==> config.mk <==
export PLATFORM = sky130hd
export DESIGN_NAME = ppi_top
export DESIGN_NICKNAME = d
export VERILOG_FILES = /design/src/common/ppi_pkg.sv /design/src/design/ppi_rxstat.sv /design/src/design/ppi_top.sv
export SDC_FILE = /design/constraint.sdc
export NUM_CORES = 1
export LEC_CHECK = 0
export BUFFER_PORTS_ARGS = -buffer_cell sky130_fd_sc_hd__buf_2
export CORE_UTILIZATION = 50
export CTS_BUF_LIST = sky130_fd_sc_hd__clkbuf_4 sky130_fd_sc_hd__clkbuf_8
export DETAILED_ROUTE_END_ITERATION = 7
export PLACE_DENSITY = 0.89
export REMOVE_ABC_BUFFERS = 1
export SYNTH_ARGS = -nofsm -noshare
export SYNTH_HDL_FRONTEND = slang
export SYNTH_SLANG_ARGS = --single-unit
==> constraint.sdc <==
create_clock -name sys_clk -period 2.7 [get_ports sys_clk]
set_input_delay 0.27 -clock sys_clk [delete_from_list [all_inputs] [get_ports sys_clk]]
set_output_delay 0.27 -clock sys_clk [all_outputs]
set_load 0.005 [all_outputs]
==> src/common/ppi_pkg.sv <==
// shared constants, register map and types of the pcie phy interface block
package ppi_pkg;

    // register bus geometry
    localparam int ADDR_W = 4;
    localparam int DATA_W = 32;

    // register byte offsets
    localparam logic [3:0] OFS_CTRL = 4'h0;
    localparam logic [3:0] OFS_STATUS = 4'h4;

    // control register fields
    localparam int CTRL_GEN2 = 0;
    localparam int CTRL_SERDES = 1;
    localparam int CTRL_RMFIFO = 2;
    localparam int CTRL_MARGIN_LO = 4;
    localparam int CTRL_DEEMPH = 7;
    localparam logic [31:0] CTRL_RST = 32'h0000_0004;

    // status register fields
    localparam int STAT_PS_LO = 0;
    localparam int STAT_WIDE = 2;
    localparam int STAT_RATE5 = 3;
    localparam int STAT_FOUND = 4;
    localparam int STAT_RXST_LO = 5;

    // receive status codes
    localparam logic [2:0] RXST_OK = 3'h0;
    localparam logic [2:0] RXST_SKP_ADD = 3'h1;
    localparam logic [2:0] RXST_SKP_DEL = 3'h2;
    localparam logic [2:0] RXST_DETECTED = 3'h3;
    localparam logic [2:0] RXST_DEC_ERR = 3'h4;
    localparam logic [2:0] RXST_OVF = 3'h5;
    localparam logic [2:0] RXST_UNF = 3'h6;
    localparam logic [2:0] RXST_DISP_ERR = 3'h7;

    // timing
    localparam int CLK_PERIOD_NS = 10;
    localparam int PS_SETTLE_NS = 40;
    localparam int DET_TIMEOUT_NS = 10000;
    localparam logic [9:0] PS_SETTLE_CYC =
        10'((PS_SETTLE_NS + CLK_PERIOD_NS - 1) / CLK_PERIOD_NS);
    localparam logic [9:0] DET_TIMEOUT_CYC = 10'(DET_TIMEOUT_NS / CLK_PERIOD_NS);

    // power states as driven on the power-down input
    typedef enum logic [1:0] {
        PS_P0 = 2'b00,
        PS_P0S = 2'b01,
        PS_P1 = 2'b10,
        PS_P2 = 2'b11
    } ppi_pstate_t;

    // sequencer states
    typedef enum logic [3:0] {
        FS_IDLE = 4'b0001,
        FS_SETTLE = 4'b0010,
        FS_DETECT = 4'b0100,
        FS_DONE = 4'b1000
    } ppi_fsm_t;

    typedef struct packed {
        logic gen2_cap;
        logic serdes_en;
        logic rmfifo_en;
        logic [2:0] margin;
        logic deemph_6db;
    } ppi_cfg_t;

    // word handed to the 8b/10b encoder
    typedef struct packed {
        logic [15:0] data;
        logic [1:0] k;
        logic [1:0] force_neg;
        logic wide;
    } ppi_tx_t;

endpackage : ppi_pkg

==> src/design/ppi_rxstat.sv <==
// receive status priority encoder
`timescale 1ns/10ps
module ppi_rxstat (
    // event flags for the current symbol
    input wire logic det_report,
    input wire logic dec_err,
    input wire logic rm_ovf,
    input wire logic rm_unf,
    input wire logic disp_err,
    input wire logic skp_add,
    input wire logic skp_del,
    // encoded status
    output logic [2:0] code
);

    // detection is reported alone, in the cycle its completion is signalled
    // priority encoding
    assign code = det_report ? ppi_pkg::RXST_DETECTED :
                  dec_err ? ppi_pkg::RXST_DEC_ERR :
                  rm_ovf ? ppi_pkg::RXST_OVF :
                  rm_unf ? ppi_pkg::RXST_UNF :
                  disp_err ? ppi_pkg::RXST_DISP_ERR :
                  skp_add ? ppi_pkg::RXST_SKP_ADD :
                  skp_del ? ppi_pkg::RXST_SKP_DEL :
                  ppi_pkg::RXST_OK;

endmodule : ppi_rxstat

==> src/design/ppi_top.sv <==
// per-channel pcie phy interface block between the phy-mac and the coding datapath
`timescale 1ns/10ps
module ppi_top (
    // clock, reset, enable
    input wire logic sys_clk,
    input wire logic rst,
    input wire logic clk_en,
    // register port
    input wire logic [3:0] reg_addr,
    input wire logic [31:0] reg_wdata,
    input wire logic reg_wr,
    input wire logic reg_rd,
    output logic [31:0] reg_rdata,
    // phy-mac transmit and control
    input wire logic [15:0] tx_data,
    input wire logic [1:0] tx_k,
    input wire logic [1:0] disp_force,
    input wire logic force_idle,
    input wire logic detect_loopback,
    input wire logic [1:0] power_down,
    input wire logic rate_sel,
    // phy-mac receive and status
    output logic [15:0] rx_data,
    output logic [1:0] rx_k,
    output logic [2:0] rx_status,
    output logic phy_done,
    // transmit coding side
    output ppi_pkg::ppi_tx_t enc_out,
    output logic txbuf_idle,
    output logic txbuf_beacon,
    output logic loopback_en,
    output logic rxdet_start,
    output logic rate_5g,
    output logic [2:0] tx_margin,
    output logic tx_deemph_6db,
    // receive coding side
    input wire logic [15:0] dec_data,
    input wire logic [1:0] dec_k,
    input wire logic dec_err,
    input wire logic disp_err,
    input wire logic rm_ovf,
    input wire logic rm_unf,
    input wire logic skp_add,
    input wire logic skp_del,
    input wire logic align_sync,
    // analog detect circuit pins
    input wire logic rxdet_done_pin,
    input wire logic rxdet_found_pin
);

    ppi_pkg::ppi_cfg_t cfg;
    ppi_pkg::ppi_fsm_t fsm;
    ppi_pkg::ppi_fsm_t next_fsm;
    ppi_pkg::ppi_pstate_t cur_ps;
    ppi_pkg::ppi_pstate_t target_ps;
    logic [9:0] cnt;
    logic det_found;
    logic det_req_d;
    logic [2:0] done_sync;
    logic [2:0] found_sync;
    logic done_lvl;
    logic done_lvl_d;
    logic found_lvl;

    function automatic logic is_wide(input logic r5, input logic serdes);
        is_wide = r5 | serdes;
    endfunction : is_wide

    // one field map serves the reset word and writes, so the two cannot drift apart
    function automatic ppi_pkg::ppi_cfg_t ctrl_fields(input logic [31:0] w);
        ppi_pkg::ppi_cfg_t c;
        c.gen2_cap = w[ppi_pkg::CTRL_GEN2];
        c.serdes_en = w[ppi_pkg::CTRL_SERDES];
        c.rmfifo_en = w[ppi_pkg::CTRL_RMFIFO];
        c.margin = w[ppi_pkg::CTRL_MARGIN_LO +: 3];
        c.deemph_6db = w[ppi_pkg::CTRL_DEEMPH];
        return c;
    endfunction : ctrl_fields

    // 5 Gbps features gated by capability
    wire next_rate_5g = cfg.gen2_cap & rate_sel;
    // 5 Gbps forces the wide fabric word
    // at 2.5 Gbps width follows the byte serdes
    wire wide = is_wide(next_rate_5g, cfg.serdes_en);

    // register decode
    wire hit_ctrl = reg_addr == ppi_pkg::OFS_CTRL;
    wire hit_status = reg_addr == ppi_pkg::OFS_STATUS;
    wire [31:0] ctrl_word = {24'h0, cfg.deemph_6db, cfg.margin, 1'b0,
                             cfg.rmfifo_en, cfg.serdes_en, cfg.gen2_cap};
    wire [31:0] status_word = {24'h0, rx_status, det_found, rate_5g,
                               is_wide(rate_5g, cfg.serdes_en), cur_ps};
    wire [31:0] next_rdata = hit_ctrl ? ctrl_word : hit_status ? status_word : 32'h0;

    always_ff @(posedge sys_clk) begin
        if (rst) begin
            cfg <= ctrl_fields(ppi_pkg::CTRL_RST);
            reg_rdata <= 32'h0;
        end else if (clk_en) begin
            if (reg_wr && hit_ctrl) begin
                cfg <= ctrl_fields(reg_wdata);
            end
            reg_rdata <= reg_rd ? next_rdata : 32'h0;
        end
    end

    // detect pins come from the analog side: three flops, change accepted when
    // the second and third agree, so a glitch shorter than a cycle is dropped
    always_ff @(posedge sys_clk) begin
        if (rst) begin
            done_sync <= 3'h0;
            found_sync <= 3'h0;
            done_lvl <= 1'b0;
            done_lvl_d <= 1'b0;
            found_lvl <= 1'b0;
        end else if (clk_en) begin
            done_sync <= {done_sync[1:0], rxdet_done_pin};
            found_sync <= {found_sync[1:0], rxdet_found_pin};
            if (done_sync[1] == done_sync[2]) begin
                done_lvl <= done_sync[2];
            end
            if (found_sync[1] == found_sync[2]) begin
                found_lvl <= found_sync[2];
            end
            done_lvl_d <= done_lvl;
        end
    end

    wire done_rise = done_lvl & ~done_lvl_d;
    wire det_req_rise = detect_loopback & ~det_req_d;
    wire [1:0] pd_code = power_down;
    wire ps_change = pd_code != cur_ps;
    // detection may only start from P1
    wire det_go = (cur_ps == ppi_pkg::PS_P1) && det_req_rise && !ps_change;
    wire settle_end = (fsm == ppi_pkg::FS_SETTLE) && (cnt == 10'h1);
    wire det_end = (fsm == ppi_pkg::FS_DETECT) && (done_rise || cnt == 10'h1);
    wire det_report = (fsm == ppi_pkg::FS_DETECT) && done_rise && found_lvl;

    always_comb begin
        next_fsm = fsm;
        case (fsm)
            ppi_pkg::FS_IDLE: begin
                if (ps_change) begin
                    next_fsm = ppi_pkg::FS_SETTLE;
                end else if (det_go) begin
                    next_fsm = ppi_pkg::FS_DETECT;
                end
            end
            ppi_pkg::FS_SETTLE: begin
                if (settle_end) begin
                    next_fsm = ppi_pkg::FS_DONE;
                end
            end
            ppi_pkg::FS_DETECT: begin
                if (det_end) begin
                    next_fsm = ppi_pkg::FS_DONE;
                end
            end
            ppi_pkg::FS_DONE: begin
                next_fsm = ppi_pkg::FS_IDLE;
            end
            default: begin
                next_fsm = ppi_pkg::FS_IDLE;
            end
        endcase
    end

    always_ff @(posedge sys_clk) begin
        if (rst) begin
            fsm <= ppi_pkg::FS_IDLE;
            cnt <= 10'h0;
            det_req_d <= 1'b0;
            rxdet_start <= 1'b0;
        end else if (clk_en) begin
            fsm <= next_fsm;
            det_req_d <= detect_loopback;
            rxdet_start <= (fsm == ppi_pkg::FS_IDLE) && !ps_change && det_go;
            if (fsm == ppi_pkg::FS_IDLE && ps_change) begin
                cnt <= ppi_pkg::PS_SETTLE_CYC;
            end else if (fsm == ppi_pkg::FS_IDLE && det_go) begin
                cnt <= ppi_pkg::DET_TIMEOUT_CYC;
            end else if (cnt != 10'h0) begin
                cnt <= cnt - 10'h1;
            end
        end
    end

    // power-down code selects the state, applied after settling
    always_ff @(posedge sys_clk) begin
        if (rst) begin
            cur_ps <= ppi_pkg::PS_P1;
            target_ps <= ppi_pkg::PS_P1;
            det_found <= 1'b0;
        end else if (clk_en) begin
            if (fsm == ppi_pkg::FS_IDLE && ps_change) begin
                target_ps <= ppi_pkg::ppi_pstate_t'(pd_code);
            end
            if (settle_end) begin
                cur_ps <= target_ps;
            end
            if (det_end) begin
                det_found <= det_report;
            end
        end
    end

    // completion strobe for power changes and detection
    assign phy_done = (fsm == ppi_pkg::FS_DONE) && clk_en;

    // low power only means a held idle; P2 lifts it for beacon
    wire next_idle = force_idle || cur_ps == ppi_pkg::PS_P0S || cur_ps == ppi_pkg::PS_P1;
    // beacon only in P2, loopback only in P0
    wire next_beacon = (cur_ps == ppi_pkg::PS_P2) && !force_idle;
    wire next_loop = (cur_ps == ppi_pkg::PS_P0) && detect_loopback;

    // disparity force passes with the word; 8-bit uses lane 0 only
    // every word goes through this stage, there is no bypass path
    wire [1:0] next_force = disp_force & (wide ? 2'b11 : 2'b01);

    always_ff @(posedge sys_clk) begin
        if (rst) begin
            enc_out <= '0;
            txbuf_idle <= 1'b1;
            txbuf_beacon <= 1'b0;
            loopback_en <= 1'b0;
            rate_5g <= 1'b0;
            tx_margin <= 3'h0;
            tx_deemph_6db <= 1'b0;
        end else if (clk_en) begin
            enc_out.data <= wide ? tx_data : {8'h00, tx_data[7:0]};
            enc_out.k <= wide ? tx_k : {1'b0, tx_k[0]};
            enc_out.force_neg <= next_force;
            enc_out.wide <= wide;
            txbuf_idle <= next_idle;
            txbuf_beacon <= next_beacon;
            loopback_en <= next_loop;
            rate_5g <= next_rate_5g;
            tx_margin <= cfg.gen2_cap ? cfg.margin : 3'h0;
            tx_deemph_6db <= cfg.gen2_cap & cfg.deemph_6db;
        end
    end

    // symbol errors count only once the aligner reports sync
    wire err_ok = align_sync;
    // rate-match flags only when that buffer is in the path
    wire rm_ok = align_sync & cfg.rmfifo_en;
    wire [2:0] next_status;

    ppi_rxstat u_rxstat (
        .det_report(det_report),
        .dec_err(dec_err & err_ok),
        .rm_ovf(rm_ovf & rm_ok),
        .rm_unf(rm_unf & rm_ok),
        .disp_err(disp_err & err_ok),
        .skp_add(skp_add & rm_ok),
        .skp_del(skp_del & rm_ok),
        .code(next_status)
    );

    always_ff @(posedge sys_clk) begin
        if (rst) begin
            rx_data <= 16'h0;
            rx_k <= 2'h0;
            rx_status <= ppi_pkg::RXST_OK;
        end else if (clk_en) begin
            rx_data <= wide ? dec_data : {8'h00, dec_data[7:0]};
            rx_k <= wide ? dec_k : {1'b0, dec_k[0]};
            rx_status <= next_status;
        end
    end
endmodule : ppi_top

==> results of run 1 <==
==> per-stage QoR <==
stage	instance area [um^2]	hold WS (ns)	cells	total power [mW]
after global routing	5120	0.126	694	3.73
after CTS	5120	0.131	694	3.56
final	5120	0.136	694	3.56
after floorplan	4050	0.336	437	2.21
after global placement	4890	0.444	678	2.47
after detailed placement	4890	0.450	678	2.50
==> layout make-up <==
type / count / area, um^2
tap: 105 / 131
sequential: 95 / 1900
timing repair buffer: 136 / 703
multi-input combinational: 330 / 2110
fill: 708 / 3100
clock buffer: 10 / 131
clock inverter: 6 / 97.6
inverter: 12 / 45.0
==> worst reg2reg max path, cell delays in order, from the launching register on <==
cell and delay (ns):
dfxtp_1 0.56, and2_1 0.19, a21oi_1 0.12, o311ai_0 0.77, nand4_1 0.19, a21oi_1 0.18
==> worst max path at each step <==
stage                            from                        end  slack [ns]  cells after the start
6_report       cur_ps[1]$_SDFFE_PP1P_        cnt[0]$_SDFFE_PP0P_        0.63                      5
5_1_grt        cur_ps[1]$_SDFFE_PP1P_        cnt[0]$_SDFFE_PP0P_        0.53                      5
4_1_cts           fsm[1]$_SDFFE_PP0P_  target_ps[0]$_SDFFE_PP0P_        0.67                      5
3_5_place_dp   cur_ps[1]$_SDFFE_PP1P_        cnt[0]$_SDFFE_PP0P_        0.71                      5
3_3_place_gp      cnt[0]$_SDFFE_PP0P_        cnt[3]$_SDFFE_PP0P_        0.80                      8
2_1_floorplan                  clk_en        cfg[4]$_SDFFE_PP1P_        0.81                      5
==> synth_stat cells, types with 2 or more instances <==
cell type	n
dfxtp_1	95
nor2_1	78
mux2i_1	35
a21oi_1	25
a22oi_1	25
buf_4	24
clkbuf_1	23
nand2_1	23
o21ai_0	14
inv_1	12
nand3_1	10
mux2_2	6
nand4_1	5
nor2b_1	5
buf_2	4
nand2b_1	4
nor3_1	4
nor4_1	4
a21o_1	3
a221o_1	3
a31oi_1	3
nand4b_1	3
o221ai_1	3
or2b_1	3
a221oi_1	2
a221oi_2	2
a311oi_1	2
a31o_2	2
a32o_1	2
a41o_1	2
and2_1	2
buf_1	2
ha_1	2
nand2_2	2
o211ai_1	2
o311ai_0	2
or3_1	2
xnor2_1	2
==> cell families (layout without fill, tap and decap cells) <==
logic type	after synthesis	after routing	share of synthesized area (%)
other	1	24	0.0880
adders and majority gates	2	2	0.587
buffers and inverters	65	164	7.96
and+or+nand+nor	159	159	18.9
xor gates and xnor gates	4	4	0.998
DFF	95	95	44.6
muxes	41	41	9.81
AOI/OAI and AO/OA	100	100	17.1
==> power groups by stage <==
stage / Sequential (mW) / Combinational [mW] / Clock [mW]
global placement: 1.63 / 0.839 / 0
finish: 1.60 / 0.883 / 1.07
global route: 1.62 / 0.972 / 1.14
detailed placement: 1.63 / 0.870 / 0
CTS: 1.60 / 0.872 / 1.08
floorplan: 1.61 / 0.602 / 0
==> per-layer routing <==
metal,global-route usage [%],part of all wire (%),up-vias
met5,0,0,-
met2,37.1,50,147
li1,-,-,1841
met1,29.0,43,1785
met3,3.56,5.0,13
met4,7.44,1.7,0
==> state kept, by name (all words and copies together) (netlist names), 3 cells and up <==
signal,flops
enc_out,21
cnt,10
rx_status,3
reg_rdata,8
done_sync,3
fsm,4
cfg,7
tx_margin,3
found_sync,3
rx_data,16
==> key figures, run 1 <==
Outcome
  • Status: complete, no violations

Timing
  • Slew margin rel.: 39.6%
  • Final Setup Violations: 0
  • Fin. max-slew vios: 0
  • RSZ-0062 raised after global routing: false
  • Setup Skew: between 0.01 and 0.015 ns
  • Hold violation count in the final report: 0
  • Tmin final: between 2 and 2.5 ns
  • Setup TNS Final: 0 ns
  • Final worst setup slack: between 0.6 and 0.7 ns
  • Fin crit share: 76.8%
  • Slew @ Worst Pin: 0.895 ns
  • Max frequency: just under 500 MHz

Routing
  • Residual DRC count: 0
  • WL final: 9970 um
  • DR pass1 iterations: 5
  • Vias post-DR: ~3.8k
  • WL per Instance: around 14 um
  • Initial drt markers: 275
  • Antenna viol nets, final: 0
  • Vias per cell: approximately 5.5

Finish
  • Share of layout cells above drive strength 1: between 30% and 40%
  • Most frequent cells in the layout: 127 x buf_2, 95 x dfxtp_1, 78 x nor2_1
  • Most common cell after layout, fill and taps aside: buf_2
  • Utilization after layout: approximately 62%
  • Nets: just under 700
  • # diodes: 0
  • Syn-to-layout area delta: 20.1%

Critical path
  • Buffers plus inverters on the worst setup path: 0
  • Critical-path cell list: and2_1 -> a21oi_1 -> o311ai_0 -> nand4_1 -> a21oi_1
  • Max incr delay on CP: approximately 0.77 ns
  • Max FO, Critical Path: 10
  • Worst path most repeated cell: a21oi_1
  • Critical Path End Type: register
  • Reg2reg end: cnt[0]$_SDFFE_PP0P_
  • Worst path top cell family by delay: compound AO/OA/AOI/OAI gates
  • R2r setup slk: 0.63 ns
  • R2R depth: 5
  • Critical Path RT: around 3.0 ns
  • Worst r2r src: cur_ps[1]$_SDFFE_PP1P_
  • Crit path kind: reg2reg
  • Startpoint types: register
  • Crit path arrival time: between 2 and 2.5 ns
  • Slowest CP cell: o311ai_0

Yosys
  • Async SR Flop Fraction: 0%
  • Avg Inst Size Synth: a little over 9 um^2
  • Synth warn: 0
  • Synthesized flop and latch total: 95
  • Post-synth EDFFs: 0
  • Post-Synthesis Cells: roughly 470
  • Share of the synthesized area in the top cell type: between 40 and 50%
  • Yosys cell types: between 60 and 70
  • Cell taking the most area after synthesis: dfxtp_1
  • Area contributors post-synth: dfxtp_1 45%, mux2i_1 8.2%, nor2_1 6.9%
  • Synth Cell Area: between 4000 and 5000 um^2
  • Post-synthesis sequential area ratio: 44.6%
  • Top FF cell, synth: dfxtp_1

Place
  • Pre-CTS setup slack: roughly 0.71 ns
  • Input/output buffers: roughly 130
  • GP Congestion: between 0.8 and 0.9
  • Dpl hpwl: between 6000 and 7000 um

CTS
  • Max clock buf depth: 2
  • Worst-Skew Late Latency: approximately 0.36 ns
  • CTS Hold Bufs: 0
  • Num CTS Buffers: 9
  • Sink Count: 95
  • CTS Root Cell: clkbuf_8
  • Reg clk slew, reported paths: 0.10 ns
  • H-tree levels: 3
  • Post-CTS setup buffer count: 0
  • CTS tree: yes
  • Post-CTS sizing: 0

Power
  • Power share of the clock group: a little under a third
  • Seq pwr share: a little under half
  • PD cells: 696 nW/um^2
  • Lkg Pwr: 2.38 nW
  • Switching Power: roughly 1.1 mW
  • Comb pwr share: 24.8%
  • VDD IR max: around 0.33 mV
  • Sw Share: a little under a third
  • Int Power: roughly 2.4 mW

GRT
  • Overall Global Routing Usage: about 22%
  • First-pass GRT wire length: 15,600 um
  • Largest net degree at the start of global routing: 56
  • Grt total ovfl: 0
  • Initial antenna violation count: 0
  • Vias in the first global route: about 3.3k

Job
  • Number of max-cap violations: 0

Floorplan
  • Row count: 33
  • Die Span X: about 94 um
  • Total core area: between 8000 and 9000 um^2
  • Die area: around 8900 um^2
  • Starting density of the core: 51.9%
  • I/O pins: approximately 180
  • Die Ht: 94.3 um

Worst hold path
  • Hold depth: 3
  • WHS Endpoint: enc_out[13]$_SDFFE_PP0P_
  • Hold Path Origin: tx_data[8]
  • HP Class: in2reg
No activity file was read; power rests on OpenSTA's default activity.
==> inputs of run 2 (changes only) <==
--- a/config.mk
+++ b/config.mk
@@ -6,10 +6,10 @@
 export NUM_CORES = 1
 export LEC_CHECK = 0
 export BUFFER_PORTS_ARGS = -buffer_cell sky130_fd_sc_hd__buf_2
-export CORE_UTILIZATION = 50
+export CORE_UTILIZATION = 45
 export CTS_BUF_LIST = sky130_fd_sc_hd__clkbuf_4 sky130_fd_sc_hd__clkbuf_8
 export DETAILED_ROUTE_END_ITERATION = 7
-export PLACE_DENSITY = 0.89
+export PLACE_DENSITY = 0.85
 export REMOVE_ABC_BUFFERS = 1
 export SYNTH_ARGS = -nofsm -noshare
 export SYNTH_HDL_FRONTEND = slang
==> constraint.sdc (replaced) <==
create_clock -name sys_clk -period 1.7 [get_ports sys_clk]
set_input_delay 0.17 -clock sys_clk [delete_from_list [all_inputs] [get_ports sys_clk]]
set_output_delay 0.17 -clock sys_clk [all_outputs]
set_load 0.005 [all_outputs]
==> run 2 against run 1 <==
The run now ends with setup timing left. Maximum frequency increased by 19%. Clock power increased by 45%. Register-to-register slack got worse by 0.67 ns. Wire length increased by 8.8%. Count of clock-buffer cells in the layout unchanged. Critical path type unchanged.
==> key figures, run 2 (synthesis results as in run 1) <==
Timing
  • Slew margin rel.: 64.2%
  • Final worst setup slack: -0.0482 ns
  • Tmin final: ~1.7 ns
  • Slew @ Worst Pin: 0.536 ns
  • Setup Skew: 0.0135 ns
  • Hold violation count in the final report: 0
  • Final Setup Violations: 5
  • Worst hold slack: between 0.02 and 0.03 ns
  • Fin crit share: 103%
  • RSZ-0062 raised after global routing: true
  • Max frequency: ~570 MHz
  • Fin. max-slew vios: 0

Job
  • Number of max-cap violations: 0

Critical path
  • Worst r2r src: fsm[1]$_SDFFE_PP0P_
  • Reg2reg end: cnt[6]$_SDFFE_PP0P_
  • Worst path top cell family by delay: simple AND/OR/NAND/NOR gates
  • Crit path kind: reg2reg
  • Critical Path RT: roughly 2 ns
  • R2r setup slk: -0.05 ns
  • Crit path arrival time: about 2 ns
  • Max incr delay on CP: roughly 0.58 ns
  • Buffers plus inverters on the worst setup path: 0
  • Startpoint types: register
  • Critical-path cell list: or4b_4 -> nor2_4 -> o311ai_4 -> a22o_1 -> a221oi_2
  • Max FO, Critical Path: 4
  • Critical Path End Type: register
  • R2R depth: 5
  • Slowest CP cell: or4b_4

Routing
  • Vias post-DR: a little under 4k
  • Initial drt markers: 145
  • DR pass1 iterations: 6
  • Residual DRC count: 0
  • WL per Instance: ~15 um
  • Antenna viol nets, final: 0
  • Vias per cell: approximately 5.4
  • WL final: roughly 11,000 um

Finish
  • Syn-to-layout area delta: 29.8%
  • Nets: around 720
  • FF/Latch Area: about 1900 um^2
  • Max reg flops: 21
  • Most frequent cells in the layout: 127 x buf_2, 88 x dfxtp_1, 78 x nor2_1
  • Most common cell after layout, fill and taps aside: buf_2
  • # diodes: 0
  • Fillcell total: around 800
  • Biggest register: enc_out
  • Area of the multi-input gates: approximately 2200 um^2
  • Final Non-Filler Cells: between 700 and 800
  • Fin area: between 5000 and 6000 um^2
  • Largest regs: enc_out: 21 flops, rx_data: 16 flops, cnt: 10 flops
  • Share of layout cells above drive strength 1: between 30% and 40%

CTS
  • CTS tree: yes
  • Reg clk slew, reported paths: about 0.10 ns
  • Sink Count: 95
  • Num CTS Buffers: 9
  • CTS Root Cell: clkbuf_8
  • Worst-Skew Late Latency: 0.36 ns
  • CTS Hold Bufs: 0
  • Max clock buf depth: 2
  • H-tree levels: 3

Floorplan
  • Die Span X: just under 100 um
  • Die area: slightly below 10,000 um^2
  • Total core area: around 9000 um^2
  • I/O pins: ~180
  • Die Ht: about 99 um
  • Row count: 35
  • Starting density of the core: a little under half

Worst hold path
  • Hold depth: 3
  • Hold Path Origin: reg_wdata[2]
  • HP Class: in2reg
  • WHS Endpoint: cfg[4]$_SDFFE_PP1P_

Power
  • VDD IR max: approximately 0.6 mV
  • PD cells: around 1100 nW/um^2
  • Lkg Pwr: between 2 and 3 nW
  • Power, Total: ~6.2 mW

Outcome
  • Status: finished, violations left
  • Failing checks: setup timing

Place
  • GP Congestion: approximately 0.8
  • DP Area: roughly 5000 um^2
  • Input/output buffers: roughly 130
  • Dpl hpwl: around 7400 um
  • Inst Count DP: 712

GRT
  • Largest net degree at the start of global routing: 56
  • Overall Global Routing Usage: 21.4%
  • Vias in the first global route: ~3.7k
  • Initial antenna violation count: 0
  • Grt total ovfl: 0
  • First-pass GRT wire length: roughly 17,000 um
[run 2: cell types whose count changed in the layout (fill, tap and decap cells not counted), moves of 3 or more]
cell / before / now
inv_2: 0 / 3
dfxtp_2: 0 / 6
inv_1: 12 / 9
dfxtp_1: 95 / 88
buf_4: 9 / 42
[run 2: per-layer routing]
metal  up-vias  global-route usage (%)  share of wire (%)  wire (um)
met5         -                       0                  0          0
met4         0                    6.45                2.1        223
met3        29                    4.85                5.6        602
met2       169                    38.4                 50       5460
met1      1861                    25.4                 42       4550
li1       1918                       -                  -          -
[run 2: where the power goes]
group / total, mW / internal [mW] / switching, mW
registers: 2.54 / 2.38 / 0.156
logic: 2.15 / 1.07 / 1.08
clock network: 1.55 / 0.723 / 0.824
[run 2: layout make-up]
type,instances,area share (%)
clock buffer,10,2.38
sequential,95,34.6
multi-input combinational,330,40.2
clock inverter,6,1.38
timing repair buffer,172,18.1
inverter,12,0.814
tap,111,2.51
[run 2: worst max-delay path by stage]
stage / from / to / slack (ns) / cells past startpoint
2_1_floorplan: cnt[0]$_SDFFE_PP0P_ / cnt[3]$_SDFFE_PP0P_ / -0.17 / 7
3_3_place_gp: cnt[6]$_SDFFE_PP0P_ / fsm[2]$_SDFFE_PP0P_ / -0.01 / 6
3_5_place_dp: cnt[0]$_SDFFE_PP0P_ / cnt[7]$_SDFFE_PP0P_ / -0.11 / 4
4_1_cts: fsm[1]$_SDFFE_PP0P_ / cnt[6]$_SDFFE_PP0P_ / -0.04 / 5
5_1_grt: fsm[1]$_SDFFE_PP0P_ / fsm[1]$_SDFFE_PP0P_ / -0.15 / 6
6_report: fsm[1]$_SDFFE_PP0P_ / cnt[6]$_SDFFE_PP0P_ / -0.05 / 5
[run 2: repair_timing]
| item | in CTS | in global routing |
|---|---|---|
| setup endpoints to repair | 10 | 15 |
| hold endpoints to repair | 0 | 0 |
| setup buffers | 2 | 6 |
| resized for setup | 14 | 15 |
| pin swaps | 8 | 4 |
[run 2: stage by stage]
step                utilization (%)  setup TNS (ns)  worst slack (ns)
CTS                            58.9         -0.0750           -0.0360
detailed placement             55.8          -0.363            -0.113
finish                         60.1          -0.158           -0.0482
global route                   60.1          -0.927            -0.147
global placement               55.8         -0.0163           -0.0119
floorplan                         -           -1.97            -0.174
[run 2: tightest hold or removal path: stages]
cell     delay, ns
buf_2         0.09
mux2i_1       0.05
nand2_1       0.06
